$ cat src/design/ret_exec_pkg.sv
package ret_exec_pkg;
   // Instruction encodings
   localparam logic [15:0] SOFT_RESET_WORD = 16'h00FF;
   localparam logic [15:0] RET_IRQ_WORD = 16'h0010;
   localparam logic [15:0] RET_IRQ_MASK = 16'hFFFE;
   localparam logic [7:0] RET_LIT_UPPER = 8'h0C;
   // Register byte addresses
   localparam logic [7:0] ADDR_WORK = 8'h00;
   localparam logic [7:0] ADDR_STATUS = 8'h04;
   localparam logic [7:0] ADDR_BANK = 8'h08;
   localparam logic [7:0] ADDR_WORK_SH = 8'h0C;
   localparam logic [7:0] ADDR_STATUS_SH = 8'h10;
   localparam logic [7:0] ADDR_BANK_SH = 8'h14;
   localparam logic [7:0] ADDR_IRQ_EN = 8'h18;
   localparam logic [7:0] ADDR_PC = 8'h1C;
   localparam logic [7:0] ADDR_PC_LATCH = 8'h20;
   localparam logic [7:0] ADDR_EXEC = 8'h24;
   // Field positions
   localparam int EN_HIGH_BIT = 7;
   localparam int EN_LOW_BIT = 6;
   localparam int LATCH_UP_LSB = 8;
   // Reset values and response codes
   localparam logic [7:0] BYTE_RST = 8'h00;
   localparam logic [1:0] RESP_OKAY = 2'h0;
   localparam logic [1:0] RESP_SLVERR = 2'h2;
   // Instruction cycle phases, Gray order
   typedef enum logic [1:0] {
      PH_Q1 = 2'h0,
      PH_Q2 = 2'h1,
      PH_Q3 = 2'h3,
      PH_Q4 = 2'h2
   } phase_t;
   // Decoded operations
   typedef enum logic [1:0] {
      OP_OTHER = 2'h0,
      OP_SOFT_RESET = 2'h1,
      OP_RET_IRQ = 2'h2,
      OP_RET_LIT = 2'h3
   } op_t;
endpackage

$ cat src/design/ret_exec.sv
// Summary of operation
// - Reset opcode resets core state like master clear; AXI4-Lite channel state is kept
// - Return-from-interrupt decoded, low bit selects restore
// - Return-from-interrupt pops stack into program counter
// - Return-from-interrupt sets one global enable at Q4
// - Selector set restores work, status, bank shadows
// - Returns never touch program counter latches
// - Return-with-literal decoded from fixed upper byte
// - Literal written to work register at pop
// - Return-with-literal pops stack into program counter
`timescale 1ns/1ps
`default_nettype none
module ret_exec #(
   parameter int PC_W = 21
) (
   input wire logic i_ref_clk,
   input wire logic i_srst,
   // Instruction fetch side
   input wire logic i_instr_valid,
   input wire logic [15:0] i_instr_word,
   input wire logic [PC_W-1:0] i_stack_top_value,
   output logic o_stack_pop,
   input wire logic i_prio_en,
   input wire logic i_in_high_prio,
   input wire logic i_shadow_save,
   // Core state
   output ret_exec_pkg::phase_t o_phase,
   output logic o_soft_reset,
   output logic [PC_W-1:0] o_pc,
   output logic [7:0] o_work_reg,
   output logic [7:0] o_status,
   output logic [7:0] o_bank_select_reg,
   output logic o_high_prio_global_irq_en,
   output logic o_low_prio_global_irq_en,
   // AXI4-Lite slave
   input wire logic [7:0] i_awaddr,
   input wire logic i_awvalid,
   output logic o_awready,
   input wire logic [31:0] i_wdata,
   input wire logic [3:0] i_wstrb,
   input wire logic i_wvalid,
   output logic o_wready,
   output logic [1:0] o_bresp,
   output logic o_bvalid,
   input wire logic i_bready,
   input wire logic [7:0] i_araddr,
   input wire logic i_arvalid,
   output logic o_arready,
   output logic [31:0] o_rdata,
   output logic [1:0] o_rresp,
   output logic o_rvalid,
   input wire logic i_rready
);
   import ret_exec_pkg::*;

   ////////////////////////////////////////////////////////////////////////
   // State
   phase_t phase_ff;
   op_t op_ff;
   op_t dec_op;
   logic dec_sel;
   logic [7:0] dec_lit;
   logic sel_ff, flush_ff, soft_rst_ff;
   logic [7:0] lit_ff;
   logic [PC_W-1:0] pc_ff;
   logic [7:0] work_ff, status_ff, bank_ff, work_sh_ff, status_sh_ff, bank_sh_ff;
   logic en_high_ff, en_low_ff;
   logic [7:0] latch_hi_ff;
   logic [4:0] latch_up_ff;
   logic aw_held_ff, w_held_ff, bvalid_ff, rvalid_ff;
   logic [7:0] awaddr_ff;
   logic [31:0] wdata_ff, rdata_ff;
   logic [3:0] wstrb_ff;
   logic [1:0] bresp_ff, rresp_ff;

   ret_exec_decoder u_decoder (
      .i_word(i_instr_word),
      .o_op(dec_op),
      .o_shadow_sel(dec_sel),
      .o_literal(dec_lit)
   );

   ////////////////////////////////////////////////////////////////////////
   // Sequencing terms
   wire rst_all = i_srst | soft_rst_ff;
   wire is_q1 = (phase_ff == PH_Q1);
   wire is_q4 = (phase_ff == PH_Q4);
   wire is_ret = (op_ff == OP_RET_IRQ) || (op_ff == OP_RET_LIT);
   wire pop_now = is_q4 & is_ret;
   wire ret_irq_q4 = is_q4 & (op_ff == OP_RET_IRQ);
   wire ret_lit_q4 = is_q4 & (op_ff == OP_RET_LIT);
   wire restore = ret_irq_q4 & sel_ff;
   wire set_en_low = ret_irq_q4 & i_prio_en & ~i_in_high_prio;
   wire set_en_high = ret_irq_q4 & ~set_en_low;
   wire start_reset = (phase_ff == PH_Q2) & (op_ff == OP_SOFT_RESET);

   // Register write decode
   wire wr_fire = aw_held_ff & w_held_ff & ~bvalid_ff;
   wire wr_lo = wr_fire & wstrb_ff[0];
   wire wr_work = wr_lo & (awaddr_ff == ADDR_WORK);
   wire wr_status = wr_lo & (awaddr_ff == ADDR_STATUS);
   wire wr_bank = wr_lo & (awaddr_ff == ADDR_BANK);
   wire wr_work_sh = wr_lo & (awaddr_ff == ADDR_WORK_SH);
   wire wr_status_sh = wr_lo & (awaddr_ff == ADDR_STATUS_SH);
   wire wr_bank_sh = wr_lo & (awaddr_ff == ADDR_BANK_SH);
   wire wr_irq = wr_lo & (awaddr_ff == ADDR_IRQ_EN);
   wire wr_latch = wr_fire & (awaddr_ff == ADDR_PC_LATCH);
   wire wr_hit = (awaddr_ff == ADDR_WORK) || (awaddr_ff == ADDR_STATUS) || (awaddr_ff == ADDR_BANK) ||
                 (awaddr_ff == ADDR_WORK_SH) || (awaddr_ff == ADDR_STATUS_SH) ||
                 (awaddr_ff == ADDR_BANK_SH) || (awaddr_ff == ADDR_IRQ_EN) || (awaddr_ff == ADDR_PC_LATCH);

   // Next values; instruction effects win over software writes
   wire [7:0] nxt_work = ret_lit_q4 ? lit_ff :
                         restore ? work_sh_ff :
                         wr_work ? wdata_ff[7:0] : work_ff;
   wire [7:0] nxt_status = restore ? status_sh_ff : wr_status ? wdata_ff[7:0] : status_ff;
   wire [7:0] nxt_bank = restore ? bank_sh_ff : wr_bank ? wdata_ff[7:0] : bank_ff;
   wire [7:0] nxt_work_sh = i_shadow_save ? work_ff : wr_work_sh ? wdata_ff[7:0] : work_sh_ff;
   wire [7:0] nxt_status_sh = i_shadow_save ? status_ff : wr_status_sh ? wdata_ff[7:0] : status_sh_ff;
   wire [7:0] nxt_bank_sh = i_shadow_save ? bank_ff : wr_bank_sh ? wdata_ff[7:0] : bank_sh_ff;
   wire nxt_en_high = set_en_high | (wr_irq ? wdata_ff[EN_HIGH_BIT] : en_high_ff);
   wire nxt_en_low = set_en_low | (wr_irq ? wdata_ff[EN_LOW_BIT] : en_low_ff);
   wire [PC_W-1:0] nxt_pc = pop_now ? i_stack_top_value :
                            is_q4 ? pc_ff + PC_W'(2) : pc_ff;

   ////////////////////////////////////////////////////////////////////////
   // Phase counter and instruction latch
   always_ff @(posedge i_ref_clk) begin
      if (rst_all) begin
         phase_ff <= PH_Q1;
         op_ff <= OP_OTHER;
         sel_ff <= 1'b0;
         lit_ff <= BYTE_RST;
         flush_ff <= 1'b0;
      end else begin
         case (phase_ff)
            PH_Q1: phase_ff <= PH_Q2;
            PH_Q2: phase_ff <= PH_Q3;
            PH_Q3: phase_ff <= PH_Q4;
            default: phase_ff <= PH_Q1;
         endcase
         if (is_q1) begin
            op_ff <= (i_instr_valid & ~flush_ff) ? dec_op : OP_OTHER;
            sel_ff <= dec_sel;
            lit_ff <= dec_lit;
         end
         if (is_q4) begin
            flush_ff <= is_ret;
         end
      end
   end

   // Software reset pulse, one clock wide
   always_ff @(posedge i_ref_clk) begin
      if (i_srst) begin
         soft_rst_ff <= 1'b0;
      end else begin
         soft_rst_ff <= start_reset & ~soft_rst_ff;
      end
   end

   // Core registers; program counter latches change only by software writes or reset
   always_ff @(posedge i_ref_clk) begin
      if (rst_all) begin
         pc_ff <= '0;
         work_ff <= BYTE_RST;
         status_ff <= BYTE_RST;
         bank_ff <= BYTE_RST;
         work_sh_ff <= BYTE_RST;
         status_sh_ff <= BYTE_RST;
         bank_sh_ff <= BYTE_RST;
         en_high_ff <= 1'b0;
         en_low_ff <= 1'b0;
         latch_hi_ff <= BYTE_RST;
         latch_up_ff <= '0;
      end else begin
         pc_ff <= nxt_pc;
         work_ff <= nxt_work;
         status_ff <= nxt_status;
         bank_ff <= nxt_bank;
         work_sh_ff <= nxt_work_sh;
         status_sh_ff <= nxt_status_sh;
         bank_sh_ff <= nxt_bank_sh;
         en_high_ff <= nxt_en_high;
         en_low_ff <= nxt_en_low;
         if (wr_latch & wstrb_ff[0]) begin
            latch_hi_ff <= wdata_ff[7:0];
         end
         if (wr_latch & wstrb_ff[1]) begin
            latch_up_ff <= wdata_ff[LATCH_UP_LSB+4:LATCH_UP_LSB];
         end
      end
   end

   ////////////////////////////////////////////////////////////////////////
   // Read data select
   wire [31:0] rd_val = (i_araddr == ADDR_WORK) ? {24'h0, work_ff} :
                        (i_araddr == ADDR_STATUS) ? {24'h0, status_ff} :
                        (i_araddr == ADDR_BANK) ? {24'h0, bank_ff} :
                        (i_araddr == ADDR_WORK_SH) ? {24'h0, work_sh_ff} :
                        (i_araddr == ADDR_STATUS_SH) ? {24'h0, status_sh_ff} :
                        (i_araddr == ADDR_BANK_SH) ? {24'h0, bank_sh_ff} :
                        (i_araddr == ADDR_IRQ_EN) ? {24'h0, en_high_ff, en_low_ff, 6'h0} :
                        (i_araddr == ADDR_PC) ? 32'(pc_ff) :
                        (i_araddr == ADDR_PC_LATCH) ? {19'h0, latch_up_ff, latch_hi_ff} :
                        (i_araddr == ADDR_EXEC) ? {27'h0, flush_ff, op_ff, phase_ff} : 32'h0;
   wire rd_hit = (i_araddr <= ADDR_EXEC) && (i_araddr[1:0] == 2'h0);

   // AXI4-Lite channel handshakes
   assign o_awready = ~aw_held_ff & ~bvalid_ff;
   assign o_wready = ~w_held_ff & ~bvalid_ff;
   assign o_arready = ~rvalid_ff;
   always_ff @(posedge i_ref_clk) begin
      if (i_srst) begin
         aw_held_ff <= 1'b0;
         w_held_ff <= 1'b0;
         bvalid_ff <= 1'b0;
         rvalid_ff <= 1'b0;
         awaddr_ff <= 8'h00;
         wdata_ff <= 32'h0;
         wstrb_ff <= 4'h0;
         bresp_ff <= RESP_OKAY;
         rdata_ff <= 32'h0;
         rresp_ff <= RESP_OKAY;
      end else begin
         if (i_awvalid & o_awready) begin
            aw_held_ff <= 1'b1;
            awaddr_ff <= i_awaddr;
         end
         if (i_wvalid & o_wready) begin
            w_held_ff <= 1'b1;
            wdata_ff <= i_wdata;
            wstrb_ff <= i_wstrb;
         end
         if (wr_fire) begin
            aw_held_ff <= 1'b0;
            w_held_ff <= 1'b0;
            bvalid_ff <= 1'b1;
            bresp_ff <= wr_hit ? RESP_OKAY : RESP_SLVERR;
         end else if (i_bready) begin
            bvalid_ff <= 1'b0;
         end
         if (i_arvalid & o_arready) begin
            rvalid_ff <= 1'b1;
            rdata_ff <= rd_hit ? rd_val : 32'h0;
            rresp_ff <= rd_hit ? RESP_OKAY : RESP_SLVERR;
         end else if (i_rready) begin
            rvalid_ff <= 1'b0;
         end
      end
   end

   ////////////////////////////////////////////////////////////////////////
   // Outputs
   assign o_stack_pop = pop_now;
   assign o_phase = phase_ff;
   assign o_soft_reset = soft_rst_ff;
   assign o_pc = pc_ff;
   assign o_work_reg = work_ff;
   assign o_status = status_ff;
   assign o_bank_select_reg = bank_ff;
   assign o_high_prio_global_irq_en = en_high_ff;
   assign o_low_prio_global_irq_en = en_low_ff;
   assign o_bvalid = bvalid_ff;
   assign o_bresp = bresp_ff;
   assign o_rvalid = rvalid_ff;
   assign o_rdata = rdata_ff;
   assign o_rresp = rresp_ff;
endmodule // ret_exec
`default_nettype wire

$ cat src/design/ret_exec_decoder.sv
`timescale 1ns/1ps
`default_nettype none
module ret_exec_decoder (
   input wire logic [15:0] i_word,
   output ret_exec_pkg::op_t o_op,
   output logic o_shadow_sel,
   output logic [7:0] o_literal
);
   import ret_exec_pkg::*;

   ////////////////////////////////////////////////////////////////////////
   // Fixed encodings
   wire is_soft_reset = (i_word == SOFT_RESET_WORD);
   wire is_ret_irq = ((i_word & RET_IRQ_MASK) == RET_IRQ_WORD);
   wire is_ret_lit = (i_word[15:8] == RET_LIT_UPPER);

   // Operation select
   assign o_op = is_soft_reset ? OP_SOFT_RESET :
                 is_ret_irq ? OP_RET_IRQ :
                 is_ret_lit ? OP_RET_LIT : OP_OTHER;
   assign o_shadow_sel = i_word[0];
   assign o_literal = i_word[7:0];
endmodule // ret_exec_decoder
`default_nettype wire

$ cat config.mk
export PLATFORM = sky130hd
export DESIGN_NAME = ret_exec
export DESIGN_NICKNAME = d
export VERILOG_FILES = /design/src/design/ret_exec_pkg.sv /design/src/design/ret_exec.sv /design/src/design/ret_exec_decoder.sv
export SDC_FILE = /design/constraint.sdc
export NUM_CORES = 1
export LEC_CHECK = 0
export BUFFER_PORTS_ARGS = -buffer_cell sky130_fd_sc_hd__buf_2
export CAP_MARGIN = 20
export CORE_ASPECT_RATIO = 2
export CORE_MARGIN = 4
export CORE_UTILIZATION = 40
export DETAILED_ROUTE_END_ITERATION = 6
export PLACE_DENSITY = 0.63
export SLEW_MARGIN = 20
export SYNTH_ARGS = -nofsm -noshare
export SYNTH_HDL_FRONTEND = slang
export SYNTH_SLANG_ARGS = --single-unit
$ cat constraint.sdc
create_clock -name i_ref_clk -period 2.7 [get_ports i_ref_clk]
set_input_delay 0.54 -clock i_ref_clk [delete_from_list [all_inputs] [get_ports i_ref_clk]]
set_output_delay 0.54 -clock i_ref_clk [all_outputs]
set_load 0.02 [all_outputs]
; After elaboration in Yosys (flattened, before gate mapping)
; Index checks and enable logic that the tools add are counted.
[word_totals]
memories = 0
wordCells = 155
register_bits = 162
latch_bits = 0
mem_bits_ro = 0
ramBits = 0
inputBits = 100
output_inout_bits = 92
[op_classes]
div = 0
shifts = 0
n_mul = 0
mux = 39
n_addsub = 1
n_lt_le_gt_ge = 1
n_eq_ne = 25
reduce_logical = 23
n_bitwise = 39
[op_table]
columns = operator, count
row1 = two-way mux 21 bit, 11
row2 = two-way mux 8 bit, 13
row3 = "equality test 8 x 5 -> 1 bit, second input constant", 7
row4 = "equality test 8 x 4 -> 1 bit, second input constant", 5
row5 = AND 1 bit, 28
row6 = "equality test 8 x 6 -> 1 bit, second input constant", 3
row7 = "adder 21 x 2 -> 21 bit, second input constant", 1
row8 = "equality test 16 x 8 -> 1 bit, second input constant", 1
row9 = "equality test 8 x 3 -> 1 bit, second input constant", 2
row10 = logical NOT 8 bit, 2
row11 = nonzero test 2 bit, 8
row12 = "equality test 15 x 4 -> 1 bit, second input constant", 1
row13 = two-way mux 13 bit, 1
row14 = two-way mux 2 bit, 6
row15 = "equality test 2 bit, second input constant", 4
row16 = "less-or-equal comparator 8 x 6 -> 1 bit, second input constant", 1
row17 = logical OR 1 bit, 8
row18 = inverter 1 bit, 8
row19 = two-way mux 1 bit, 6
row20 = case mux 2 bit (3 select lines), 1
row21 = two-way mux 5 bit, 1
row22 = "equality test 2 x 1 -> 1 bit, second input constant", 2
row23 = logical NOT 2 bit, 2
row24 = OR 1 bit, 3
row25 = other kinds (3), 3

; Logic depth before layout (Yosys ltp)
[depth]
ltp_word = 12
ltp_mapped = 8
ltp_nobuf = 7

; Hierarchy
; A second synthesis with hierarchy kept.
[hier_totals]
hier_cells = 915
hier_area_um2 = 7435.9
[modules_own_cells]
columns = module, cells_each, n_inst, area_per_inst_um2, seq_area_each_um2
row1 = ret_exec, 894, 1, 7292.0, 2982.9
row2 = ret_exec_decoder, 21, 1, 143.9, 0.0

; Worst setup path after synthesis
; No wires, ideal clock.
[synth_path]
path_kind = input to register
start = input i_araddr[5]
end = register rdata_ff[2], in the netlist o_rdata[2]
arrival_time_ns = 2.007
setup_ns = 0.086
path_slack_ns = 0.607
required_ns = 2.614
stages = 6
n_path_buf = 1
cell_sequence = or4b_1 buf_2 nor3_4 a22oi_1 a211o_1 a221oi_2
[synth_via]
elab_chain_cells = 12
elab_cells_between_ends = 23
cone_classes = order compare: 1 / eq/ne: 9 / mux: 11 / reduce/logical: 2
[synth_lines]
columns = item, line
row1 = start: declaration, ret_exec.sv:46  ; input wire logic [7:0] i_araddr,
row2 = equality test 8 x 6 -> 1 bit, ret_exec.sv:206  ; (i_araddr == ADDR_EXEC) ? {27'h0, flush_ff, op_ff, phase_ff} : 32'h0;
row3 = two-way mux 5 bit, ret_exec.sv:206
row4 = two-way mux 13 bit, ret_exec.sv:205  ; (i_araddr == ADDR_PC_LATCH) ? {19'h0, latch_up_ff, latch_hi_ff} :
row5 = two-way mux 21 bit, ret_exec.sv:204  ; (i_araddr == ADDR_PC) ? 32'(pc_ff) :
row6 = two-way mux 21 bit, ret_exec.sv:203  ; (i_araddr == ADDR_IRQ_EN) ? {24'h0, en_high_ff, en_low_ff, 6'h0} :
row7 = two-way mux 21 bit, ret_exec.sv:202  ; (i_araddr == ADDR_BANK_SH) ? {24'h0, bank_sh_ff} :
row8 = two-way mux 21 bit, ret_exec.sv:201  ; (i_araddr == ADDR_STATUS_SH) ? {24'h0, status_sh_ff} :
row9 = two-way mux 21 bit, ret_exec.sv:200  ; (i_araddr == ADDR_WORK_SH) ? {24'h0, work_sh_ff} :
row10 = two-way mux 21 bit, ret_exec.sv:199  ; (i_araddr == ADDR_BANK) ? {24'h0, bank_ff} :
row11 = two-way mux 21 bit, ret_exec.sv:198  ; (i_araddr == ADDR_STATUS) ? {24'h0, status_ff} :
row12 = two-way mux 21 bit, ret_exec.sv:197  ; wire [31:0] rd_val = (i_araddr == ADDR_WORK) ? {24'h0, work_ff} :
row13 = two-way mux 21 bit *, ret_exec.sv:245  ; rdata_ff <= rd_hit ? rd_val : 32'h0;
row14 = end signal: assignment, ret_exec.sv:245
row15 = end: declaration, ret_exec.sv:72  ; logic [31:0] wdata_ff, rdata_ff;
; Mark *: on every way between the ends. The rest lies on a longest branch, timed or not.
; A chain may end at the register's enable or synchronous reset.

; Worst setup path after layout
[layout_path]
start = register phase_ff[1], in the netlist o_phase[1]
end = output o_stack_pop
[layout_via]
elab_chain_cells = 2
[layout_lines]
columns = item, line
row1 = start: declaration, ret_exec.sv:58  ; phase_t phase_ff;
row2 = start signal: assignment, ret_exec.sv:130  ; phase_ff <= PH_Q1;
row3 = start signal: assignment, ret_exec.sv:137  ; PH_Q1: phase_ff <= PH_Q2;
row4 = start signal: assignment, ret_exec.sv:138  ; PH_Q2: phase_ff <= PH_Q3;
row5 = equality test 2 bit, ret_exec.sv:87  ; wire is_q4 = (phase_ff == PH_Q4);
row6 = AND 1 bit, ret_exec.sv:89  ; wire pop_now = is_q4 & is_ret;
row7 = end: declaration, ret_exec.sv:22  ; output logic o_stack_pop,
; Every way passes these cells.

==> results_dict.tcl <==
set metrics [dict create \
    drt-initial-drc-count 408 \
    synth_edf_count 0 \
    synth_most_common_cell "dfxtp_1" \
    ant_nets 0 \
    cts.sinks 148 \
    fmax_mhz 443 \
    synth_area_leader_cell "dfxtp_1" \
    vdd_ir_drop_max_v 0.000372 \
    port_buffers 157 \
    skew_ps 12.3 \
    die_w_um 104 \
    drc 0 \
    rsz0062_at_grt "false" \
    synthArstFlopShare_pct 0 \
    dr_total_vias 7360 \
    maxCapViolCount 0 \
    cts_tree "done" \
    clockBufferDepth 2 \
    met2_usage_pct 44.5 \
    grt_util_met3_pct 3.28 \
    tns_ps 0 \
    slew_headroom_pct 38.6 \
    crit_family "flip-flops" \
    synth_ff_type "dfxtp_1" \
    cts-buffers-inserted 17 \
    tightest_slew_ps 915 \
    clk_pin_slew_ps 70 \
    fin_nets 1144 \
    groute.usage.overall_pct 23.5 \
    ys_seq_area_share_pct 40.3 \
    grt_first_pass_wirelength_mm 38.3 \
    stdcell_count 1269 \
    fin_crit_ps 2260 \
    power.density_nw_per_um2 575 \
    netlist_area_um2 7350 \
    rrSetupSlack_ps 570 \
    antenna_found_initial 0 \
    cts_resized 0 \
    die_area_um2 20700 \
    synth_top_cell_area_share_pct 40.3 \
    wl_per_cell_um 19.5 \
    n_antenna_cell 0 \
    fill_cells 1813 \
    setup.worst_path.class "flip-flop to output port" \
    htreeDepth 4 \
    crit_buf_inv 3 \
    crit_path_cell_trace "nor2b_1, nand2_1, inv_1, buf_4, buf_2" \
    p_leak_nw 3.77 \
    period_share_pct 83.6 \
    cts_root_buffer "clkbuf_16" \
    grt_pass1_vias 7087 \
    drive_gt1_share_pct 22.8 \
    worst_ep_required_time_ps 2160 \
    clk_latency_ps 430 \
    overflow 0 \
    setup_violations 0 \
    post_cts_buffers 0 \
    yosysWarnings 0 \
    initial_core_util_pct 40.9 \
    hold_buffers 0 \
    finalMaxSlewViolations 0 \
    grt_max_degree 51 \
    wirelength_mm 24.7 \
    synth_cell_types 66 \
    core_area_um2 18000 \
    num_rows 69 \
    synth_cells 907 \
    ys_ff_latch 148 \
    vias_per_cell 5.80 \
    cpMaxStageDelayCell "dfxtp_1" \
    hold_class "primary input to flip-flop" \
    synth_area_leaders "dfxtp_1 (40%), mux2i_1 (9.5%), a21oi_1 (7.6%)" \
    cpPeakStageDelay_ps 520 \
    met1_usage_pct 23.6 \
    finalHoldViolCount 0 \
    firstDrtPassIters 5 \
    dp_hpwl_mm 18.7 \
    arrival_ps 1720 \
    grt.busiest_layer "met2" \
    startpoint_type "flip-flop" \
    status "finished, final reports clean" \
    syn_area_per_cell_um2 8.11 \
    worst_setup_path_end_kind "output port" \
    place_congestion 0.888 \
    critPathMaxFanout 12 \
    dp_cells 1237 \
    fp.dieH_um 200 \
    fin_total_pwr_mw 5.11 \
    io_pins 192 \
    synth_commonest_cells "dfxtp_1 (148), nand2_1 (117), a21oi_1 (111)" \
    hold_slack_ps 296 \
    area_growth_pct 21.0 \
]
## metal layers
metal / vias up / routed length, um / share of wire [%]
li1: 3535 / - / -
met1: 3475 / 8760 / 35
met2: 262 / 13300 / 54
met3: 88 / 998 / 4.0
met4: 0 / 1730 / 7.0
met5: - / 0 / 0
## path summary, 6_finish.rpt
| check | startpoint | to | cells after the start |
|---|---|---|---|
| max | o_phase[1] | o_stack_pop | 5 |
| min | i_rready | o_rvalid | 2 |
| max reg2reg | wstrb_ff[0] | o_bank_select_reg[1] | 5 |
| min reg2reg | o_rdata[4] | o_rdata[4] | 2 |
## layout make-up
cell class                      count  area, um^2  area share (%)
Multi-Input combinational cell    671        4010            45.0
Sequential cell                   148        2960            33.3
Timing Repair Buffer              185        1010            11.3
Clock buffer                       17         425            4.78
Tap cell                          213         267            3.00
Clock inverter                     15         151            1.70
Inverter                           20        75.1           0.844
## logic make-up (layout without fill, tap and decap cells)
family / count (synthesis) / after routing / synth area share, %
muxes: 76 / 76 / 11.1
other: 1 / 13 / 0.0510
AOI/OAI and AO/OA: 291 / 291 / 23.6
and+or+nand+nor: 290 / 290 / 19.0
DFF: 148 / 148 / 40.3
adders and majority gates: 1 / 1 / 0.170
buffers and inverters: 100 / 237 / 5.87
## power breakdown
group          internal (mW)  leakage [nW]  switching [mW]
logic                  0.163          2.29           0.287
clock network           1.29         0.274            1.03
registers               2.25          1.20          0.0918
## cell usage in the layout, fill, tap and decap left out, types with 15 or more instances in the layout
cell,netlist,layout
a21oi_1,111,111
a22oi_1,21,21
buf_2,6,157
buf_4,13,27
clkbuf_16,0,17
dfxtp_1,148,148
inv_1,20,20
mux2i_1,70,70
nand2_1,117,117
nand3_1,15,15
nor2_1,72,71
o21ai_0,84,84
## metrics by stage
step	cell area (um^2)	utilization (%)	setup WS [ps]
finish	8890	49.5	443
floorplan	7400	-	607
global placement	8320	46.3	358
CTS	8890	49.5	446
detailed placement	8320	46.3	342
global route	8890	49.5	301
Note: power is estimated with default switching activity, not from simulation.
